$ cat src/hdl/atw_pkg.sv
// constants, field layout and helper functions for the analog trim and watchdog window block
package atw_pkg;

  // ************************************************************
  // register offsets on the internal serial port
  // ************************************************************
  localparam logic [6:0] ATW_ADDR_TEST = 7'h0E;
  localparam logic [6:0] ATW_ADDR_TRIM1 = 7'h0F;
  localparam logic [6:0] ATW_ADDR_TRIM2 = 7'h10;
  localparam logic [6:0] ATW_ADDR_TRIM3 = 7'h11;

  // ************************************************************
  // field positions
  // ************************************************************
  localparam int ATW_DELAY_LSB = 6;
  localparam int ATW_RSVD_LSB = 4;
  localparam int ATW_ITRIM_LSB = 0;
  localparam int ATW_B12_LOW_LSB = 6;
  localparam int ATW_B34_HIGH_LSB = 3;
  localparam int ATW_B12_HIGH_LSB = 0;
  localparam int ATW_B34_LOW_LSB = 6;
  localparam int ATW_HS23_LSB = 3;
  localparam int ATW_HS1_LSB = 0;

  // ************************************************************
  // reset values
  // ************************************************************
  localparam logic [1:0] ATW_DELAY_RST = 2'h0;
  localparam logic [3:0] ATW_ITRIM_RST = 4'h0;
  localparam logic [7:0] ATW_TRIM_RST = 8'h00;

  // ************************************************************
  // timing
  // ************************************************************
  localparam logic [2:0] ATW_LAST_BIT = 3'h7;
  localparam int ATW_CLOCK_MHZ = 125;
  // nominal longest period (select 00), microseconds
  localparam int ATW_WD_BASE_PERIOD_US = 80000;
  localparam logic [23:0] ATW_WD_BASE_CYC = 24'(ATW_WD_BASE_PERIOD_US * ATW_CLOCK_MHZ);

  typedef enum logic [1:0] {
    ATW_SPI_IDLE = 2'b00,
    ATW_SPI_ADDR = 2'b01,
    ATW_SPI_DATA = 2'b10,
    ATW_SPI_DONE = 2'b11
  } atw_spi_state_t;

  // each step of the select halves the period
  function automatic logic [23:0] atw_wd_period(input logic [23:0] base, input logic [1:0] sel);
    return base >> sel;
  endfunction

  // the sense-path select decides which recopy code reaches a bridge pair
  function automatic logic [2:0] atw_pick_recopy(input logic sense, input logic [1:0] low_code,
                                                 input logic [2:0] high_code);
    return sense ? high_code : {1'b0, low_code};
  endfunction

endpackage

$ cat src/hdl/atw_wd_window.sv
// window watchdog: open window is the latter half of the selected period
`timescale 1ns/1ps
module atw_wd_window
  import atw_pkg::*;
#(
  parameter logic [23:0] BASE_CYC = ATW_WD_BASE_CYC
) (
  input wire logic clock,
  input wire logic arst_n,
  input wire logic wd_enable,
  input wire logic [1:0] wd_period_select,
  input wire logic wd_clear,
  output logic wd_window_open,
  output logic wd_timeout
);

  typedef struct packed {
    logic [23:0] cnt;
    logic open;
    logic timeout;
  } atw_wd_state_t;

  atw_wd_state_t st_reg, st_next;
  logic [23:0] period;
  logic [23:0] half;

  assign period = atw_wd_period(BASE_CYC, wd_period_select); // see RL4
  assign half = period >> 1;

  // ************************************************************
  // window sequencing
  // ************************************************************
  always_comb begin
    st_next = st_reg;
    st_next.timeout = 1'b0;
    if (!wd_enable) begin
      st_next.cnt = 24'h000000;
      st_next.open = 1'b0;
    end else if (wd_clear) begin
      // a clear in the closed half is a window violation
      st_next.timeout = !st_reg.open; // see RL1
      st_next.cnt = 24'h000000;
      st_next.open = 1'b0;
    end else if (st_reg.cnt >= period - 24'h000001) begin
      st_next.timeout = 1'b1; // see RL4
      st_next.cnt = 24'h000000;
      st_next.open = 1'b0;
    end else begin
      st_next.cnt = st_reg.cnt + 24'h000001;
      st_next.open = (st_next.cnt >= half); // see RL1
    end
  end

  always_ff @(posedge clock or negedge arst_n) begin
    if (!arst_n) begin
      st_reg <= '0;
    end else begin
      st_reg <= st_next;
    end
  end

  assign wd_window_open = st_reg.open;
  assign wd_timeout = st_reg.timeout;
endmodule // atw_wd_window

$ cat src/hdl/atw_trim_top.sv
// trim register bank on the internal serial port, with the window watchdog
//
// Functional notes
// RL1: only latter half of period clears watchdog
// RL2: software bounds window from min and max periods
// RL3: software clears midway, 57 ms example
// RL4: period select halves period each step
// RL5: software restores three trim bytes after reset
// RL6: production test register is never written
// RL7: software never sets trim1 reserved bits
// RL8: overcurrent delay field is read/write
// RL9: reset selects longest overcurrent delay, code 00
// RL10: current-reference trim write-only, reset cleared
// RL11: trim register two always reads zero
// RL12: bridge12 low-sense recopy trim, two bits
// RL13: bridge34 high-sense recopy trim, three bits
// RL14: bridge12 high-sense recopy trim, three bits
// RL15: bridge34 low-sense recopy trim, two bits
// RL16: high sides 2,3 recopy trim, three bits
// RL17: high side 1 recopy trim, three bits
// RL18: trim register three always reads zero
// RL19: flash range value picks clear interval
// RL20: software services watchdog only in window
// RL21: trim1 layout delay 7:6, reserved 5:4, trim 3:0
// RL22: sense select picks low or high recopy
`timescale 1ns/1ps
module atw_trim_top
  import atw_pkg::*;
#(
  // a die's watchdog range class is carried by its base period, see RL19
  parameter logic [23:0] WD_BASE_CYC = ATW_WD_BASE_CYC
) (
  input wire logic clock,
  input wire logic arst_n,
  input wire logic spi_sclk,
  input wire logic spi_ss_n,
  input wire logic spi_mosi,
  output logic spi_miso,
  input wire logic sense_path_select,
  input wire logic wd_enable,
  input wire logic [1:0] wd_period_select,
  input wire logic wd_clear,
  output logic wd_window_open,
  output logic wd_timeout,
  output logic [1:0] switched_supply_oc_delay,
  output logic [3:0] current_reference_trim,
  output logic [1:0] bridge12_recopy_trim_low_sense,
  output logic [2:0] bridge34_recopy_trim_high_sense,
  output logic [2:0] bridge12_recopy_trim_high_sense,
  output logic [1:0] bridge34_recopy_trim_low_sense,
  output logic [2:0] highside23_recopy_trim,
  output logic [2:0] highside1_recopy_trim,
  output logic [2:0] bridge12_recopy_applied,
  output logic [2:0] bridge34_recopy_applied
);

  typedef struct packed {
    atw_spi_state_t state;
    logic [2:0] bit_cnt;
    logic sclk_prev;
    logic [7:0] shift;
    logic [6:0] addr;
    logic wr;
    logic [7:0] rd;
    logic miso;
    logic [1:0] delay;
    logic [3:0] itrim;
    logic [7:0] trim2;
    logic [7:0] trim3;
    logic [2:0] b12_applied;
    logic [2:0] b34_applied;
  } atw_top_state_t;

  atw_top_state_t st_reg, st_next;
  logic sclk_rise;
  logic sclk_fall;
  logic [7:0] in_byte;
  logic last_rise;
  logic commit;

  assign sclk_rise = spi_sclk && !st_reg.sclk_prev;
  assign sclk_fall = !spi_sclk && st_reg.sclk_prev;
  assign in_byte = {st_reg.shift[6:0], spi_mosi};
  assign last_rise = sclk_rise && st_reg.bit_cnt == ATW_LAST_BIT;
  assign commit = st_reg.state == ATW_SPI_DATA && last_rise && st_reg.wr;

  // ************************************************************
  // serial frame: address(7) + write flag, then one data byte, msb first
  // ************************************************************
  always_comb begin
    st_next = st_reg;
    st_next.sclk_prev = spi_sclk;
    if (spi_ss_n) begin
      // deselect aborts any partial frame without touching the trims
      st_next.state = ATW_SPI_IDLE;
      st_next.bit_cnt = 3'h0;
      st_next.miso = 1'b0;
    end else begin
      if (sclk_rise) begin
        st_next.shift = in_byte;
        st_next.bit_cnt = st_reg.bit_cnt + 3'h1;
      end
      case (st_reg.state)
        ATW_SPI_IDLE: begin
          st_next.state = ATW_SPI_ADDR;
          st_next.bit_cnt = 3'h0;
        end
        ATW_SPI_ADDR: begin
          if (last_rise) begin
            st_next.state = ATW_SPI_DATA;
            st_next.addr = in_byte[7:1];
            st_next.wr = in_byte[0];
            // write-only fields and reserved bits read back as zero
            if (in_byte[7:1] == ATW_ADDR_TRIM1) begin
              st_next.rd = {st_reg.delay, 6'h00}; // see RL8, RL21
            end else begin
              st_next.rd = ATW_TRIM_RST; // see RL11, RL18
            end
          end
        end
        ATW_SPI_DATA: begin
          if (sclk_fall) begin
            st_next.miso = st_reg.rd[7];
            st_next.rd = {st_reg.rd[6:0], 1'b0};
          end
          if (last_rise) begin
            st_next.state = ATW_SPI_DONE;
          end
        end
        ATW_SPI_DONE: begin
          st_next.state = ATW_SPI_DONE;
        end
        default: begin
          st_next.state = ATW_SPI_IDLE;
        end
      endcase
    end

    // ************************************************************
    // register writes; the production test offset takes nothing
    // ************************************************************
    if (commit) begin
      case (st_reg.addr)
        ATW_ADDR_TRIM1: begin
          // reserved bits are not stored, so they stay clear
          st_next.delay = in_byte[ATW_DELAY_LSB +: 2]; // see RL8, RL21
          st_next.itrim = in_byte[ATW_ITRIM_LSB +: 4]; // see RL10, RL21
        end
        ATW_ADDR_TRIM2: begin
          st_next.trim2 = in_byte; // see RL12, RL13, RL14
        end
        ATW_ADDR_TRIM3: begin
          st_next.trim3 = in_byte; // see RL15, RL16, RL17
        end
        default: begin
          st_next.trim2 = st_reg.trim2;
        end
      endcase
    end

    // applied codes lag the select and the stored trims by one clock
    st_next.b12_applied = atw_pick_recopy(sense_path_select, // see RL22
      st_reg.trim2[ATW_B12_LOW_LSB +: 2], st_reg.trim2[ATW_B12_HIGH_LSB +: 3]);
    st_next.b34_applied = atw_pick_recopy(sense_path_select, // see RL22
      st_reg.trim3[ATW_B34_LOW_LSB +: 2], st_reg.trim2[ATW_B34_HIGH_LSB +: 3]);
  end

  always_ff @(posedge clock or negedge arst_n) begin
    if (!arst_n) begin
      st_reg <= '0;
      st_reg.state <= ATW_SPI_IDLE;
      st_reg.delay <= ATW_DELAY_RST; // see RL9
      st_reg.itrim <= ATW_ITRIM_RST; // see RL10
      st_reg.trim2 <= ATW_TRIM_RST; // see RL11
      st_reg.trim3 <= ATW_TRIM_RST; // see RL18
    end else begin
      st_reg <= st_next;
    end
  end

  // ************************************************************
  // outputs
  // ************************************************************
  assign spi_miso = st_reg.miso;
  assign switched_supply_oc_delay = st_reg.delay;
  assign current_reference_trim = st_reg.itrim;
  assign bridge12_recopy_trim_low_sense = st_reg.trim2[ATW_B12_LOW_LSB +: 2];
  assign bridge34_recopy_trim_high_sense = st_reg.trim2[ATW_B34_HIGH_LSB +: 3];
  assign bridge12_recopy_trim_high_sense = st_reg.trim2[ATW_B12_HIGH_LSB +: 3];
  assign bridge34_recopy_trim_low_sense = st_reg.trim3[ATW_B34_LOW_LSB +: 2];
  assign highside23_recopy_trim = st_reg.trim3[ATW_HS23_LSB +: 3];
  assign highside1_recopy_trim = st_reg.trim3[ATW_HS1_LSB +: 3];
  assign bridge12_recopy_applied = st_reg.b12_applied;
  assign bridge34_recopy_applied = st_reg.b34_applied;

  atw_wd_window #(
    .BASE_CYC(WD_BASE_CYC)
  ) u_wd (
    .clock(clock),
    .arst_n(arst_n),
    .wd_enable(wd_enable),
    .wd_period_select(wd_period_select),
    .wd_clear(wd_clear),
    .wd_window_open(wd_window_open),
    .wd_timeout(wd_timeout)
  );
endmodule // atw_trim_top

$ cat config.mk
export PLATFORM = sky130hd
export DESIGN_NAME = atw_trim_top
export DESIGN_NICKNAME = d
export VERILOG_FILES = /design/src/hdl/atw_pkg.sv /design/src/hdl/atw_wd_window.sv /design/src/hdl/atw_trim_top.sv
export SDC_FILE = /design/constraint.sdc
export NUM_CORES = 1
export LEC_CHECK = 0
export BUFFER_PORTS_ARGS = -buffer_cell sky130_fd_sc_hd__clkbuf_2
export CAP_MARGIN = 10
export CORE_ASPECT_RATIO = 0.9
export CORE_UTILIZATION = 30
export DETAILED_ROUTE_END_ITERATION = 7
export MAX_ROUTING_LAYER = met4
export PLACE_DENSITY = 0.43
export RECOVER_POWER = 50
export SKIP_LAST_GASP = 1
export SLEW_MARGIN = 20
export SYNTH_ARGS = -nofsm -noshare
export SYNTH_HDL_FRONTEND = slang
export SYNTH_SLANG_ARGS = --single-unit
$ cat constraint.sdc
create_clock -name clock -period 2.9 [get_ports clock]
set_input_delay 0.145 -clock clock [delete_from_list [all_inputs] [get_ports clock]]
set_output_delay 0.145 -clock clock [all_outputs]
set_load 0.005 [all_outputs]
==> results of run 1 <==
==> worst reg2reg max path: stages, from the launching register on <==
cell	delay (ns)
dfrtp_1	0.49
nand4_4	0.20
nor3_4	0.24
nand2_1	0.09
xnor2_1	0.23
ha_1	0.28
and2_1	0.19
a221o_1	0.32
a211o_1	0.29
o21ai_0	0.17
a211oi_1	0.09
==> final cells by class <==
type	count	area, sq um
flip-flops and latches	78	1950
clock buffers	9	225
clock inverters	6	86.3
fillers	1487	9550
multi-input cells	276	2400
well taps	198	248
inverters	16	60.1
repair buffers	58	349
==> cells in the final DEF, fill, tap and decap left out, drive strengths merged, types with 3 or more instances in the layout <==
| cell | Yosys | layout |
|---|---|---|
| xnor2 | 14 | 14 |
| a21oi | 8 | 8 |
| clkbuf | 3 | 49 |
| nand3b | 3 | 3 |
| nand3 | 15 | 15 |
| mux2 | 41 | 41 |
| nand4 | 12 | 12 |
| o21ai | 8 | 8 |
| mux2i | 3 | 3 |
| a211oi | 3 | 3 |
| nor2 | 20 | 20 |
| xor2 | 9 | 9 |
| nor3 | 11 | 11 |
| a21o | 8 | 8 |
| and4 | 3 | 3 |
| dfrtp | 78 | 78 |
| ha | 52 | 52 |
| nor3b | 19 | 19 |
| nand2 | 8 | 8 |
| inv | 16 | 17 |
| buf | 32 | 16 |
| and2 | 4 | 4 |
| and3 | 8 | 8 |
==> through the flow <==
step	utilization, %	cells	setup slack [ns]	hold slack (ns)
2_1_floorplan	-	405	0.353	-0.151
3_3_place_gp	33.4	624	0.204	0.311
3_5_place_dp	33.4	624	0.0755	0.313
4_1_cts	35.5	640	0.0854	0.0134
5_1_grt	35.8	641	0.00237	0.0157
6_report	35.8	641	0.174	0.0300
==> power groups by stage <==
stage | combinational, W | sequential (W) | clock [W]
final | 0.000193 | 0.00123 | 0.00121
after global placement | 0.000191 | 0.00125 | 0
after floorplan | 0.000113 | 0.00120 | 0
after detailed placement | 0.000194 | 0.00125 | 0
after CTS | 0.000197 | 0.00123 | 0.00125
after global routing | 0.000220 | 0.00124 | 0.00129
==> worst paths after layout <==
path / startpoint / endpoint
max: u_wd.st_reg[7]$_DFF_PN0_ / u_wd.wd_window_open$_DFF_PN0_
min: wd_enable / u_wd.wd_timeout$_DFF_PN0_
max reg2reg: u_wd.st_reg[7]$_DFF_PN0_ / u_wd.wd_window_open$_DFF_PN0_
min reg2reg: st_reg[43]$_DFFE_PN0P_ / st_reg[43]$_DFFE_PN0P_
max in group asynchronous: arst_n / u_wd.st_reg[6]$_DFF_PN0_
min in group asynchronous: arst_n / spi_miso$_DFFE_PN0P_
==> logic make-up after synthesis <==
kind of cell / after synthesis / share of synthesized area [%]
XOR/XNOR: 23 / 4.36
adder cells (fa/ha/maj): 52 / 14.1
flip-flops: 78 / 42.2
buffers and inverters: 51 / 6.55
AND/OR/NAND/NOR: 112 / 15.2
AO/OA/AOI/OAI: 45 / 6.98
multiplexers: 44 / 10.6
==> routing by layer <==
metal | GRT usage (%) | wire length [um] | vias to the layer above
met5 | - | 0 | -
met4 | 3.88 | 96 | 0
met3 | 4.39 | 322 | 8
met2 | 21.0 | 4730 | 39
met1 | 19.4 | 5440 | 1569
li1 | - | - | 1515
==> repair_timing <==
item | 4_1_cts | 5_1_grt
hold endpoints to repair | 1 | 78
endpoints found under the setup margin | 0 | 1
hold buffers | 1 | 1
resized for setup | 0 | 8
==> impl_results.html, run 1 <==
<table>
<tr><th>Metric</th><th>Value</th></tr>
<tr><th colspan="2">Logic synthesis</th></tr>
<tr><td>Leading post-synthesis cells by cell area</td><td>dfrtp_1 (42%), ha_1 (14%), mux2_2 (10%), buf_4 (4.5%), nor3b_1 (3.1%)</td></tr>
<tr><td>Area leader, netlist</td><td>dfrtp_1</td></tr>
<tr><td>List of most frequent post-synthesis cells</td><td>dfrtp_1 (78), ha_1 (52), mux2_2 (41)</td></tr>
<tr><td>Post-synth top area share</td><td>between 40% and 50%</td></tr>
<tr><td>Number of warning messages in the yosys log</td><td>0</td></tr>
<tr><td>Number of enable flip-flop cells after synthesis</td><td>0</td></tr>
<tr><td>Sequential fraction of the synthesis area</td><td>42.2%</td></tr>
<tr><td>Most frequent cell after synthesis</td><td>dfrtp_1</td></tr>
<tr><td>Mean instance size in the synthesized netlist</td><td>11.4 sq um</td></tr>
<tr><td>Post-Syn Nets</td><td>roughly 470</td></tr>
<tr><td>Post-synthesis cell type count</td><td>53</td></tr>
<tr><td>Cell Area, Synth</td><td>roughly 4600 sq um</td></tr>
<tr><td>Count of mapped cells out of synthesis</td><td>405</td></tr>
<tr><td>Async SR Flop Fraction</td><td>between 90% and 100%</td></tr>
<tr><td>Flip-flop and latch count after synthesis</td><td>78</td></tr>
<tr><td>Primary flip-flop cell chosen by synthesis mapping</td><td>dfrtp_1</td></tr>
<tr><th colspan="2">GRT</th></tr>
<tr><td>Total global routing overflow</td><td>0</td></tr>
<tr><td>Combined global-route utilization of all metal layers</td><td>14.5%</td></tr>
<tr><td>Antenna violations before repair</td><td>0</td></tr>
<tr><td>First-pass GRT wire length</td><td>about 17000 um</td></tr>
<tr><td>Pin count of the biggest net entering global routing</td><td>79</td></tr>
<tr><td>Vias in the first global route</td><td>3035</td></tr>
<tr><th colspan="2">Power</th></tr>
<tr><td>Leakage power</td><td>~2.7 nW</td></tr>
<tr><td>Switching power as a share of total power</td><td>around a quarter</td></tr>
<tr><td>Power Total</td><td>approximately 0.0026 W</td></tr>
<tr><td>Power Dens Cells</td><td>between 400 and 500 nW/um^2</td></tr>
<tr><td>Maximum VDD drop</td><td>between 0.0002 and 0.0003 V</td></tr>
<tr><td>Part of the total power dissipated in combinational logic</td><td>7.4%</td></tr>
<tr><td>Flop pwr share</td><td>~47%</td></tr>
<tr><td>Clock group share of total power</td><td>roughly 46%</td></tr>
<tr><td>Switching power summed over all nets</td><td>between 0.0006 and 0.0007 W</td></tr>
<tr><td>Internal power contribution</td><td>between 0.0015 and 0.002 W</td></tr>
<tr><th colspan="2">Floorplan</th></tr>
<tr><td>Placement Rows</td><td>between 40 and 50</td></tr>
<tr><td>Floorplan core area</td><td>14900 sq um</td></tr>
<tr><td>Starting density of the core</td><td>~31%</td></tr>
<tr><td>Full die area</td><td>15900 sq um</td></tr>
<tr><td>Overall die width</td><td>~130 um</td></tr>
<tr><td>Number of placed I/O pins</td><td>41</td></tr>
<tr><td>Height of the die</td><td>around 120 um</td></tr>
<tr><th colspan="2">Critical path</th></tr>
<tr><td>Endpoint required time on the critical path</td><td>between 3 and 4 ns</td></tr>
<tr><td>Arrival time worst endpoint</td><td>slightly below 3 ns</td></tr>
<tr><td>Slowest cell delay on critical path</td><td>about 0.49 ns</td></tr>
<tr><td>Number of buffer and inverter instances along the worst setup path</td><td>0</td></tr>
<tr><td>Critical path class</td><td>register to register</td></tr>
<tr><td>Setup crit end kind</td><td>register</td></tr>
<tr><td>Cell count along the critical path</td><td>10</td></tr>
<tr><td>Critical-path cell with the highest stage delay</td><td>dfrtp_1</td></tr>
<tr><td>Depth of the worst register-to-register path</td><td>10</td></tr>
<tr><td>Worst-path maximum fanout</td><td>5</td></tr>
<tr><td>R2R setup slack</td><td>~0.17 ns</td></tr>
<tr><td>Chain of cells forming the critical path</td><td>nand4_4 &gt; nor3_4 &gt; nand2_1 &gt; xnor2_1 &gt; ha_1 &gt; and2_1 &gt; a221o_1 &gt; a211o_1 &gt; o21ai_0 &gt; a211oi_1</td></tr>
<tr><td>Category of the worst setup path launch point</td><td>register</td></tr>
<tr><td>CP top delay family</td><td>compound AO/OA/AOI/OAI gates</td></tr>
<tr><th colspan="2">Clocking</th></tr>
<tr><td>Clk sink count</td><td>just under 80</td></tr>
<tr><td>Source-to-sink clock delay at the later pin of the worst-skew pair</td><td>around 0.34 ns</td></tr>
<tr><td>Bufs on Longest Clock Path</td><td>2</td></tr>
<tr><td>CTS tree</td><td>yes</td></tr>
<tr><td>Root buffer cell</td><td>clkbuf_16</td></tr>
<tr><td>H-Tree Level Count</td><td>3</td></tr>
<tr><td>Inserted Clock Buffers</td><td>9</td></tr>
<tr><td>Number of buffers added for setup after CTS</td><td>0</td></tr>
<tr><td>Clock edge transition at the registers on the reported setup and hold paths</td><td>0.06 ns</td></tr>
<tr><th colspan="2">Final layout</th></tr>
<tr><td>Antenna diode count</td><td>0</td></tr>
<tr><td>Post-Layout Inst Area</td><td>around 5300 sq um</td></tr>
<tr><td>Fraction of final layout cells with drive strength greater than 1</td><td>about 28%</td></tr>
<tr><td>Number of flip-flops in the largest register</td><td>24</td></tr>
<tr><td>Number of nets at the end of the flow</td><td>about 500</td></tr>
<tr><td>Area growth from synthesis to layout</td><td>15.2%</td></tr>
<tr><th colspan="2">Worst hold path</th></tr>
<tr><td>Path class of the lowest-slack min-delay path</td><td>input pin to register</td></tr>
<tr><td>Cell depth of the worst hold path</td><td>2</td></tr>
<tr><th colspan="2">Timing</th></tr>
<tr><td>Final Max Slew Viols</td><td>between 70 and 80</td></tr>
<tr><td>Setup repair after global routing missed its margin</td><td>no</td></tr>
<tr><td>Max Clock Skew</td><td>0.00560 ns</td></tr>
<tr><td>Fin crit share</td><td>94.0%</td></tr>
<tr><td>Worst slew pin tran</td><td>just under 2 ns</td></tr>
<tr><td>Minimum period implied by the final worst setup slack</td><td>about 2.7 ns</td></tr>
<tr><td>Peak clock frequency supported by timing</td><td>between 300 and 400 MHz</td></tr>
<tr><td>Total Negative Setup Slacks</td><td>0 ns</td></tr>
<tr><td>Final count of hold timing violations</td><td>0</td></tr>
<tr><td>Worst rel slew slack</td><td>-29.7%</td></tr>
<tr><td># setup viols final</td><td>0</td></tr>
<tr><th colspan="2">Placement</th></tr>
<tr><td>Post-Place Cell Area</td><td>4960 sq um</td></tr>
<tr><td>Final weighted congestion of routability-driven global placement</td><td>about 0.76</td></tr>
<tr><td>Number of port buffers</td><td>40</td></tr>
<tr><td>HPWL reported at the end of detailed placement</td><td>7810 um</td></tr>
<tr><th colspan="2">Detailed routing</th></tr>
<tr><td>Iteration-0 DRC Markers</td><td>between 100 and 150</td></tr>
<tr><td>DRC errors left</td><td>0</td></tr>
<tr><td>Detail Route Antenna Nets</td><td>0</td></tr>
<tr><td>Detail-routed net length per standard cell</td><td>~17 um</td></tr>
<tr><td>Vias per std cell</td><td>between 4 and 5</td></tr>
<tr><td>Final routed wirelength across all metal layers</td><td>~11000 um</td></tr>
<tr><td>DRT Pass-1 Iters</td><td>4</td></tr>
<tr><td>Total vias in the final route</td><td>3131</td></tr>
<tr><th colspan="2">Status</th></tr>
<tr><td>Failing checks</td><td>max-capacitance violations, max-slew violations</td></tr>
<tr><td>Run status</td><td>finished, violations left</td></tr>
<tr><th colspan="2">Job</th></tr>
<tr><td>Reported max-cap violation count</td><td>1</td></tr>
</table>
Note: power is estimated with default switching activity, not from simulation.
==> run 2: changes to the inputs <==
--- a/config.mk
+++ b/config.mk
@@ -8,9 +8,9 @@
 export BUFFER_PORTS_ARGS = -buffer_cell sky130_fd_sc_hd__clkbuf_2
 export CAP_MARGIN = 10
 export CORE_ASPECT_RATIO = 0.9
+export CORE_MARGIN = 2
 export CORE_UTILIZATION = 30
 export DETAILED_ROUTE_END_ITERATION = 7
-export MAX_ROUTING_LAYER = met4
 export PLACE_DENSITY = 0.43
 export RECOVER_POWER = 50
 export SKIP_LAST_GASP = 1
@@ -18,3 +18,4 @@
 export SYNTH_ARGS = -nofsm -noshare
 export SYNTH_HDL_FRONTEND = slang
 export SYNTH_SLANG_ARGS = --single-unit
+export TNS_END_PERCENT = 10
==> run 2 against run 1 <==
Compared with the run above: the flow still finishes with violations (max-capacitance violations, max-slew violations); maximum frequency is 2.0% higher; power up 1.3%; die area up 3.2%; setup slack better by 0.052 ns; flip-flop and latch count did not move; critical path depth grew 1; worst hold slack improved by 0.0049 ns; non-clock buffer count fell by 1; largest cell class unchanged; combinational power is essentially flat; sequential share of layout area grew 0.30 points.
==> impl_results.html, run 2 (synthesis gave the netlist of run 1 again) <==
<table>
<tr><th>Metric</th><th>Value</th></tr>
<tr><th colspan="2">Critical path</th></tr>
<tr><td>Critical-path cell with the highest stage delay</td><td>dfrtp_2</td></tr>
<tr><td>Depth of the worst register-to-register path</td><td>11</td></tr>
<tr><td>Reg2reg start</td><td>u_wd.st_reg[2]$_DFF_PN0_</td></tr>
<tr><td>Setup crit end kind</td><td>register</td></tr>
<tr><td>Category of the worst setup path launch point</td><td>register</td></tr>
<tr><td>Arrival time worst endpoint</td><td>between 2 and 3 ns</td></tr>
<tr><td>Reg-to-Reg End</td><td>u_wd.wd_window_open$_DFF_PN0_</td></tr>
<tr><td>Critical path class</td><td>register to register</td></tr>
<tr><td>Worst-path maximum fanout</td><td>5</td></tr>
<tr><td>Critical path's most frequent cell</td><td>nand3_1</td></tr>
<tr><td>Chain of cells forming the critical path</td><td>ha_2 &gt; nand3_4 &gt; nor4_4 &gt; nand3_1 &gt; xnor2_1 &gt; ha_1 &gt; and4_4 &gt; nand3_1 &gt; o22ai_1 &gt; o21ai_0 &gt; a211oi_1</td></tr>
<tr><td>R2R setup slack</td><td>between 0.2 and 0.25 ns</td></tr>
<tr><td>CP top delay family</td><td>simple AND/OR/NAND/NOR gates</td></tr>
<tr><td>Slowest cell delay on critical path</td><td>between 0.4 and 0.5 ns</td></tr>
<tr><td>Number of buffer and inverter instances along the worst setup path</td><td>0</td></tr>
<tr><td>Endpoint required time on the critical path</td><td>approximately 3.2 ns</td></tr>
<tr><th colspan="2">Clocking</th></tr>
<tr><td>H-Tree Level Count</td><td>3</td></tr>
<tr><td>Bufs on Longest Clock Path</td><td>2</td></tr>
<tr><td>CTS tree</td><td>yes</td></tr>
<tr><td>Clk sink count</td><td>a little under 80</td></tr>
<tr><td>Source-to-sink clock delay at the later pin of the worst-skew pair</td><td>0.34 ns</td></tr>
<tr><td>Inserted Clock Buffers</td><td>9</td></tr>
<tr><td>Clock edge transition at the registers on the reported setup and hold paths</td><td>roughly 0.07 ns</td></tr>
<tr><td>Root buffer cell</td><td>clkbuf_16</td></tr>
<tr><th colspan="2">Floorplan</th></tr>
<tr><td>Starting density of the core</td><td>30.4%</td></tr>
<tr><td>Overall die width</td><td>135 um</td></tr>
<tr><td>Height of the die</td><td>around 120 um</td></tr>
<tr><td>Full die area</td><td>16400 sq um</td></tr>
<tr><td>Number of placed I/O pins</td><td>41</td></tr>
<tr><td>Floorplan core area</td><td>~15000 sq um</td></tr>
<tr><td>Placement Rows</td><td>43</td></tr>
<tr><th colspan="2">Timing</th></tr>
<tr><td>Setup repair after global routing missed its margin</td><td>no</td></tr>
<tr><td>Peak clock frequency supported by timing</td><td>374 MHz</td></tr>
<tr><td>Total Negative Setup Slacks</td><td>0 ns</td></tr>
<tr><td>Final count of hold timing violations</td><td>0</td></tr>
<tr><td>Final Max Slew Viols</td><td>between 70 and 80</td></tr>
<tr><td>Fin crit share</td><td>between 90% and 100%</td></tr>
<tr><td># setup viols final</td><td>0</td></tr>
<tr><td>Min Hold Slack</td><td>around 0.035 ns</td></tr>
<tr><td>Worst rel slew slack</td><td>-34.2%</td></tr>
<tr><td>Minimum period implied by the final worst setup slack</td><td>2.67 ns</td></tr>
<tr><td>Max Clock Skew</td><td>0.00875 ns</td></tr>
<tr><td>Worst slew pin tran</td><td>2.01 ns</td></tr>
<tr><th colspan="2">Detailed routing</th></tr>
<tr><td>Total vias in the final route</td><td>3154</td></tr>
<tr><td>DRT Pass-1 Iters</td><td>5</td></tr>
<tr><td>Detail-routed net length per standard cell</td><td>16.5 um</td></tr>
<tr><td>DRC errors left</td><td>0</td></tr>
<tr><td>Final routed wirelength across all metal layers</td><td>~11000 um</td></tr>
<tr><td>Vias per std cell</td><td>just under 5</td></tr>
<tr><td>Iteration-0 DRC Markers</td><td>130</td></tr>
<tr><td>Detail Route Antenna Nets</td><td>0</td></tr>
<tr><th colspan="2">GRT</th></tr>
<tr><td>Combined global-route utilization of all metal layers</td><td>13.9%</td></tr>
<tr><td>First-pass GRT wire length</td><td>around 18000 um</td></tr>
<tr><td>Antenna violations before repair</td><td>0</td></tr>
<tr><td>Vias in the first global route</td><td>about 3200</td></tr>
<tr><td>Total global routing overflow</td><td>0</td></tr>
<tr><td>Pin count of the biggest net entering global routing</td><td>just under 80</td></tr>
<tr><th colspan="2">Job</th></tr>
<tr><td>Reported max-cap violation count</td><td>1</td></tr>
<tr><th colspan="2">Final layout</th></tr>
<tr><td>Leading cell type in the layout, fill and taps excluded</td><td>dfrtp_1</td></tr>
<tr><td>Area growth from synthesis to layout</td><td>14.6%</td></tr>
<tr><td>Fraction of final layout cells with drive strength greater than 1</td><td>between 20% and 30%</td></tr>
<tr><td>Antenna diode count</td><td>0</td></tr>
<tr><td>Top library cells by usage in the layout, fill and taps aside</td><td>dfrtp_1 (71), ha_1 (51), mux2_2 (41), clkbuf_1 (23)</td></tr>
<tr><td>Number of flip-flops in the largest register</td><td>24</td></tr>
<tr><td>Number of nets at the end of the flow</td><td>500</td></tr>
<tr><td>Post-Layout Inst Area</td><td>around 5300 sq um</td></tr>
<tr><th colspan="2">Placement</th></tr>
<tr><td>HPWL reported at the end of detailed placement</td><td>roughly 7700 um</td></tr>
<tr><td>Final weighted congestion of routability-driven global placement</td><td>between 0.7 and 0.8</td></tr>
<tr><td>Number of port buffers</td><td>40</td></tr>
<tr><td>Post-Place Cell Area</td><td>between 4000 and 5000 sq um</td></tr>
<tr><th colspan="2">Power</th></tr>
<tr><td>Maximum VDD drop</td><td>approximately 0.00029 V</td></tr>
<tr><td>Leakage power</td><td>around 2.6 nW</td></tr>
<tr><td>Power Dens Cells</td><td>around 500 nW/um^2</td></tr>
<tr><th colspan="2">Status</th></tr>
<tr><td>Failing checks</td><td>max-capacitance violations, max-slew violations</td></tr>
<tr><td>Run status</td><td>finished, violations left</td></tr>
<tr><th colspan="2">Worst hold path</th></tr>
<tr><td>Path class of the lowest-slack min-delay path</td><td>input pin to register</td></tr>
<tr><td>Cell depth of the worst hold path</td><td>2</td></tr>
<tr><td>Hold worst-path end</td><td>u_wd.wd_timeout$_DFF_PN0_</td></tr>
<tr><td>Worst Hold Launch</td><td>wd_enable</td></tr>
</table>
==> run 2: final cells by class <==
type / count / area (sq um)
flip-flops and latches: 78 / 1960
multi-input cells: 276 / 2390
clock buffers: 9 / 225
inverters: 16 / 60.1
clock inverters: 7 / 96.3
well taps: 202 / 253
fillers: 1525 / 9930
repair buffers: 57 / 317
==> run 2: how the worst max path moves through the flow <==
stage	from	endpoint	slack [ns]	depth (start not counted)
3_5_place_dp	u_wd.st_reg[2]$_DFF_PN0_	u_wd.wd_window_open$_DFF_PN0_	0.15	11
5_1_grt	u_wd.st_reg[2]$_DFF_PN0_	u_wd.wd_window_open$_DFF_PN0_	0.008	11
4_1_cts	u_wd.st_reg[2]$_DFF_PN0_	u_wd.wd_window_open$_DFF_PN0_	0.15	11
3_3_place_gp	u_wd.st_reg[2]$_DFF_PN0_	u_wd.wd_window_open$_DFF_PN0_	0.22	11
2_1_floorplan	u_wd.st_reg[6]$_DFF_PN0_	u_wd.wd_window_open$_DFF_PN0_	0.35	10
6_report	u_wd.st_reg[2]$_DFF_PN0_	u_wd.wd_window_open$_DFF_PN0_	0.23	11
==> run 2: what timing repair did <==
item	4_1_cts	5_1_grt
setup buffers	0	1
hold buffers	1	1
endpoints found under the hold margin	1	78
setup endpoints to repair	0	1
gates resized for setup	0	12
==> run 2: routing by layer <==
layer  track usage [%]  vias to the layer above  wire (um)
met4              4.74                        0        178
met5                 0                        -          0
met3              3.12                       15        360
li1                  -                     1517          -
met2              21.4                       52       4790
met1              19.3                     1570       5290
==> run 2: through the flow <==
| step | std cells | power (W) | worst slack, ns | utilization [%] |
|---|---|---|---|---|
| floorplan | 405 | 0.00131 | 0.353 | - |
| global placement | 626 | 0.00144 | 0.215 | 32.5 |
| detailed placement | 626 | 0.00145 | 0.154 | 32.5 |
| CTS | 643 | 0.00272 | 0.146 | 34.7 |
| global route | 645 | 0.00280 | 0.00811 | 34.8 |
| finish | 645 | 0.00266 | 0.226 | 34.8 |
==> run 2: power by group <==
group | switching, W | total (W) | internal (W)
Combinational | 0.000104 | 0.000192 | 0.0000877
Sequential | 0.0000939 | 0.00123 | 0.00113
Clock | 0.000482 | 0.00124 | 0.000759
Total | 0.000680 | 0.00266 | 0.00198
==> run 3: changes to the inputs <==
--- a/config.mk
+++ b/config.mk
@@ -11,11 +11,13 @@
 export CORE_MARGIN = 2
 export CORE_UTILIZATION = 30
 export DETAILED_ROUTE_END_ITERATION = 7
+export GPL_TIMING_DRIVEN = 0
 export PLACE_DENSITY = 0.43
 export RECOVER_POWER = 50
 export SKIP_LAST_GASP = 1
 export SLEW_MARGIN = 20
 export SYNTH_ARGS = -nofsm -noshare
 export SYNTH_HDL_FRONTEND = slang
+export SYNTH_HIERARCHICAL = 1
 export SYNTH_SLANG_ARGS = --single-unit
 export TNS_END_PERCENT = 10
==> run 3 against run 2 <==
Compared with the run above: the run ends with max-capacitance violations, max-slew violations, negative setup slack left; die area increased by 1.1%; count of clock-buffer cells in the layout increased by 1; utilization increased by 1.5 points; power decreased by 7.0%; sequential share of layout area decreased by 1.8 points; worst hold slack got worse by 0.0035 ns; largest power group is now sequential cells.
==> impl_results.html, run 3 <==
<table>
<tr><th>Metric</th><th>Value</th></tr>
<tr><th colspan="2">Status</th></tr>
<tr><td>Run status</td><td>finished, violations left</td></tr>
<tr><td>Failing checks</td><td>max-capacitance violations, max-slew violations, negative setup slack</td></tr>
<tr><th colspan="2">Critical path</th></tr>
<tr><td>Chain of cells forming the critical path</td><td>ha_2 &gt; and3_4 &gt; nand4_4 &gt; or2_1 &gt; buf_6 &gt; nand2b_4 &gt; xnor2_2 &gt; ha_1 &gt; a21oi_2 &gt; nand2_2 &gt; a2111oi_4 &gt; o21ai_1 &gt; o21ai_1 &gt; a31oi_1</td></tr>
<tr><td>Critical-path cell with the highest stage delay</td><td>a2111oi_4</td></tr>
<tr><td>Worst-path maximum fanout</td><td>4</td></tr>
<tr><td>Category of the worst setup path launch point</td><td>register</td></tr>
<tr><td>R2R setup slack</td><td>-0.03 ns</td></tr>
<tr><td>Arrival time worst endpoint</td><td>about 3.2 ns</td></tr>
<tr><td>Setup crit end kind</td><td>register</td></tr>
<tr><td>Critical path class</td><td>register to register</td></tr>
<tr><td>Endpoint required time on the critical path</td><td>3.12 ns</td></tr>
<tr><td>Slowest cell delay on critical path</td><td>0.36 ns</td></tr>
<tr><td>Critical path's most frequent cell</td><td>o21ai_1</td></tr>
<tr><th colspan="2">Logic synthesis</th></tr>
<tr><td>List of most frequent post-synthesis cells</td><td>dfrtp_1 (78), ha_1 (52), mux2_2 (41)</td></tr>
<tr><td>Leading post-synthesis cells by cell area</td><td>dfrtp_1 (42%), ha_1 (14%), mux2_2 (9.9%), buf_4 (4.5%), xnor2_1 (2.4%)</td></tr>
<tr><td>Number of enable flip-flop cells after synthesis</td><td>0</td></tr>
<tr><td>Most frequent cell after synthesis</td><td>dfrtp_1</td></tr>
<tr><td>Area leader, netlist</td><td>dfrtp_1</td></tr>
<tr><td>Mean instance size in the synthesized netlist</td><td>roughly 11 sq um</td></tr>
<tr><td>Post-Syn Nets</td><td>476</td></tr>
<tr><td>Primary flip-flop cell chosen by synthesis mapping</td><td>dfrtp_1</td></tr>
<tr><td>Post-synthesis cell type count</td><td>between 50 and 60</td></tr>
<tr><td>Flip-flop and latch count after synthesis</td><td>78</td></tr>
<tr><td>Post-synth top area share</td><td>about two fifths</td></tr>
<tr><td>Cell Area, Synth</td><td>roughly 4700 sq um</td></tr>
<tr><td>Count of mapped cells out of synthesis</td><td>414</td></tr>
<tr><td>Async SR Flop Fraction</td><td>100%</td></tr>
<tr><td>Number of warning messages in the yosys log</td><td>6</td></tr>
<tr><td>Sequential fraction of the synthesis area</td><td>41.8%</td></tr>
<tr><th colspan="2">Final layout</th></tr>
<tr><td>Number of nets at the end of the flow</td><td>~540</td></tr>
<tr><td>Post-Layout Inst Area</td><td>between 5000 and 6000 sq um</td></tr>
<tr><td>Number of flip-flops in the largest register</td><td>24</td></tr>
<tr><td>Multi-input gate area</td><td>about 2400 sq um</td></tr>
<tr><td>Top library cells by usage in the layout, fill and taps aside</td><td>dfrtp_1 (76), ha_1 (51), mux2_2 (41), buf_4 (39), clkbuf_2 (38)</td></tr>
<tr><td>Area growth from synthesis to layout</td><td>18.9%</td></tr>
<tr><td>Number of fill cells in the layout</td><td>~1500</td></tr>
<tr><td>Leading cell type in the layout, fill and taps excluded</td><td>dfrtp_1</td></tr>
<tr><td>Footprint of the flip-flops and latches</td><td>1950 sq um</td></tr>
<tr><td>Antenna diode count</td><td>0</td></tr>
<tr><td>End-of-flow core utilization</td><td>a little over a third</td></tr>
<tr><td>Fraction of final layout cells with drive strength greater than 1</td><td>34.9%</td></tr>
<tr><th colspan="2">Clocking</th></tr>
<tr><td>Clk sink count</td><td>78</td></tr>
<tr><td>Bufs on Longest Clock Path</td><td>2</td></tr>
<tr><td>Inserted Clock Buffers</td><td>9</td></tr>
<tr><td>Root buffer cell</td><td>clkbuf_16</td></tr>
<tr><td>H-Tree Level Count</td><td>3</td></tr>
<tr><td>CTS tree</td><td>yes</td></tr>
<tr><td>Source-to-sink clock delay at the later pin of the worst-skew pair</td><td>~0.34 ns</td></tr>
<tr><td>Clock edge transition at the registers on the reported setup and hold paths</td><td>0.06 ns</td></tr>
<tr><th colspan="2">Floorplan</th></tr>
<tr><td>Height of the die</td><td>approximately 120 um</td></tr>
<tr><td>Floorplan core area</td><td>around 15000 sq um</td></tr>
<tr><td>Placement Rows</td><td>43</td></tr>
<tr><td>Full die area</td><td>about 17000 sq um</td></tr>
<tr><td>Overall die width</td><td>about 140 um</td></tr>
<tr><td>Starting density of the core</td><td>30.5%</td></tr>
<tr><td>Number of placed I/O pins</td><td>41</td></tr>
<tr><th colspan="2">Placement</th></tr>
<tr><td>Post-Place Cell Area</td><td>approximately 5000 sq um</td></tr>
<tr><td>HPWL reported at the end of detailed placement</td><td>between 7000 and 8000 um</td></tr>
<tr><td>Number of port buffers</td><td>39</td></tr>
<tr><td>Final weighted congestion of routability-driven global placement</td><td>a little under 0.8</td></tr>
<tr><th colspan="2">Timing</th></tr>
<tr><td>Setup repair after global routing missed its margin</td><td>yes</td></tr>
<tr><td>Worst Setup Slack, final</td><td>-0.0335 ns</td></tr>
<tr><td># setup viols final</td><td>1</td></tr>
<tr><td>Worst rel slew slack</td><td>-35.3%</td></tr>
<tr><td>Final count of hold timing violations</td><td>0</td></tr>
<tr><td>Fin crit share</td><td>101%</td></tr>
<tr><td>Max Clock Skew</td><td>roughly 0.0059 ns</td></tr>
<tr><td>Minimum period implied by the final worst setup slack</td><td>2.93 ns</td></tr>
<tr><td>Final Max Slew Viols</td><td>between 70 and 80</td></tr>
<tr><td>Peak clock frequency supported by timing</td><td>~340 MHz</td></tr>
<tr><td>Worst slew pin tran</td><td>a little over 2 ns</td></tr>
<tr><th colspan="2">Detailed routing</th></tr>
<tr><td>Detail-routed net length per standard cell</td><td>~15 um</td></tr>
<tr><td>Length of routed met3 wiring</td><td>289 um</td></tr>
<tr><td>DRT Pass-1 Iters</td><td>4</td></tr>
<tr><td>Detail Route Antenna Nets</td><td>0</td></tr>
<tr><td>Met2 WL</td><td>~4600 um</td></tr>
<tr><td>Vias per std cell</td><td>about 4.6</td></tr>
<tr><td>Top routing layer in use</td><td>met4</td></tr>
<tr><td>Iteration-0 DRC Markers</td><td>130</td></tr>
<tr><td>DRT met1 WL</td><td>5270 um</td></tr>
<tr><td>Total vias in the final route</td><td>between 3000 and 4000</td></tr>
<tr><td>DRC errors left</td><td>0</td></tr>
<tr><td>Final routed wirelength across all metal layers</td><td>10300 um</td></tr>
<tr><th colspan="2">Power</th></tr>
<tr><td>Leakage power</td><td>a little under 3 nW</td></tr>
<tr><td>Maximum VDD drop</td><td>around 0.00034 V</td></tr>
<tr><td>Power Dens Cells</td><td>~440 nW/um^2</td></tr>
<tr><th colspan="2">GRT</th></tr>
<tr><td>Combined global-route utilization of all metal layers</td><td>13.4%</td></tr>
<tr><td>First-pass GRT wire length</td><td>~17000 um</td></tr>
<tr><td>Pin count of the biggest net entering global routing</td><td>a little under 80</td></tr>
<tr><td>Total global routing overflow</td><td>0</td></tr>
<tr><td>Antenna violations before repair</td><td>0</td></tr>
<tr><td>Vias in the first global route</td><td>between 3000 and 4000</td></tr>
<tr><th colspan="2">Job</th></tr>
<tr><td>Reported max-cap violation count</td><td>1</td></tr>
<tr><th colspan="2">Worst hold path</th></tr>
<tr><td>Path class of the lowest-slack min-delay path</td><td>input pin to register</td></tr>
</table>
[run 3: cell count changes after synthesis, moves of 4 or more]
cell,before,now
buf_6,0,5
nor2b_1,1,18
a21oi_1,8,13
nand2_1,8,16
nor3_1,9,4
nand3_1,15,11
nor3b_1,19,0
nor2_1,19,28
[run 3: area by class of cell]
cell class | count | area share, %
Multi-Input combinational cell | 284 | 43.9
Sequential cell | 78 | 35.2
Timing Repair Buffer | 53 | 5.51
Buffer | 35 | 4.86
Tap cell | 202 | 4.55
Clock buffer | 10 | 4.12
Inverter | 16 | 1.08
Clock inverter | 6 | 0.855
[run 3: worst paths after layout]
path	start	to	cells past startpoint
setup reg to reg	u_wd/st_reg[2]$_DFF_PN0_	u_wd/wd_window_open$_DFF_PN0_	14
hold reg to reg	st_reg[36]$_DFFE_PN0P_	st_reg[36]$_DFFE_PN0P_	1
setup / recovery	u_wd/st_reg[2]$_DFF_PN0_	u_wd/wd_window_open$_DFF_PN0_	14
min in group asynchronous	arst_n	u_wd/st_reg[9]$_DFF_PN0_	2
hold / removal	wd_enable	u_wd/wd_timeout$_DFF_PN0_	3
max in group asynchronous	arst_n	u_wd/st_reg[6]$_DFF_PN0_	2
[run 3: cells by family (layout without fill, tap and decap cells)]
family / Yosys count / after routing / share of synthesized area, %
AOI/OAI and AO/OA: 40 / 40 / 5.57
xor gates and xnor gates: 23 / 23 / 4.47
and+or+nand+nor: 123 / 123 / 16.0
DFF: 78 / 78 / 41.8
muxes: 46 / 46 / 11.0
buffers and inverters: 52 / 120 / 7.31
adders and majority gates: 52 / 52 / 13.9
[run 3: per-stage QoR]
stage | power, W | setup TNS [ns] | hold slack (ns) | setup slack [ns] | cells
after floorplan | 0.00131 | 0 | -0.151 | 0.0229 | 414
after global placement | 0.00143 | -2.61 | 0.314 | -0.493 | 655
after detailed placement | 0.00143 | -2.48 | 0.240 | -0.425 | 655
after CTS | 0.00252 | -0.0190 | 0.0150 | -0.0190 | 680
after global routing | 0.00260 | -1.40 | 0.0474 | -0.214 | 684
final | 0.00247 | -0.0335 | 0.0313 | -0.0335 | 684
[run 3: power breakdown]
group | switching (W) | internal, W
Clock | 0.000470 | 0.000586
Sequential | 0.0000954 | 0.00113
Combinational | 0.000104 | 0.0000839
Total | 0.000669 | 0.00180
[run 3: layer usage]
layer  global-route usage, %  vias up
met5                       0        -
met4                    4.49        0
met3                    2.85        9
met2                    20.9       33
met1                    18.6     1571
li1                        -     1557
[run 3: repair_timing]
item,4_1_cts,5_1_grt
buffers inserted,6,5
hold endpoints to repair,81,0
pin swaps,7,10
hold buffers,3,0
gates resized for setup,8,8
setup endpoints to repair,1,18
cloned,0,0
[run 3: critical path: cells and delay by family, from the launching register on]
family / cells / cell delay, ns
flip-flops: 1 / 0.35
adder cells (fa/ha/maj): 2 / 0.51
AND/OR/NAND/NOR: 5 / 0.81
buffers and inverters: 1 / 0.14
XOR/XNOR: 1 / 0.14
AO/OA/AOI/OAI: 5 / 0.87
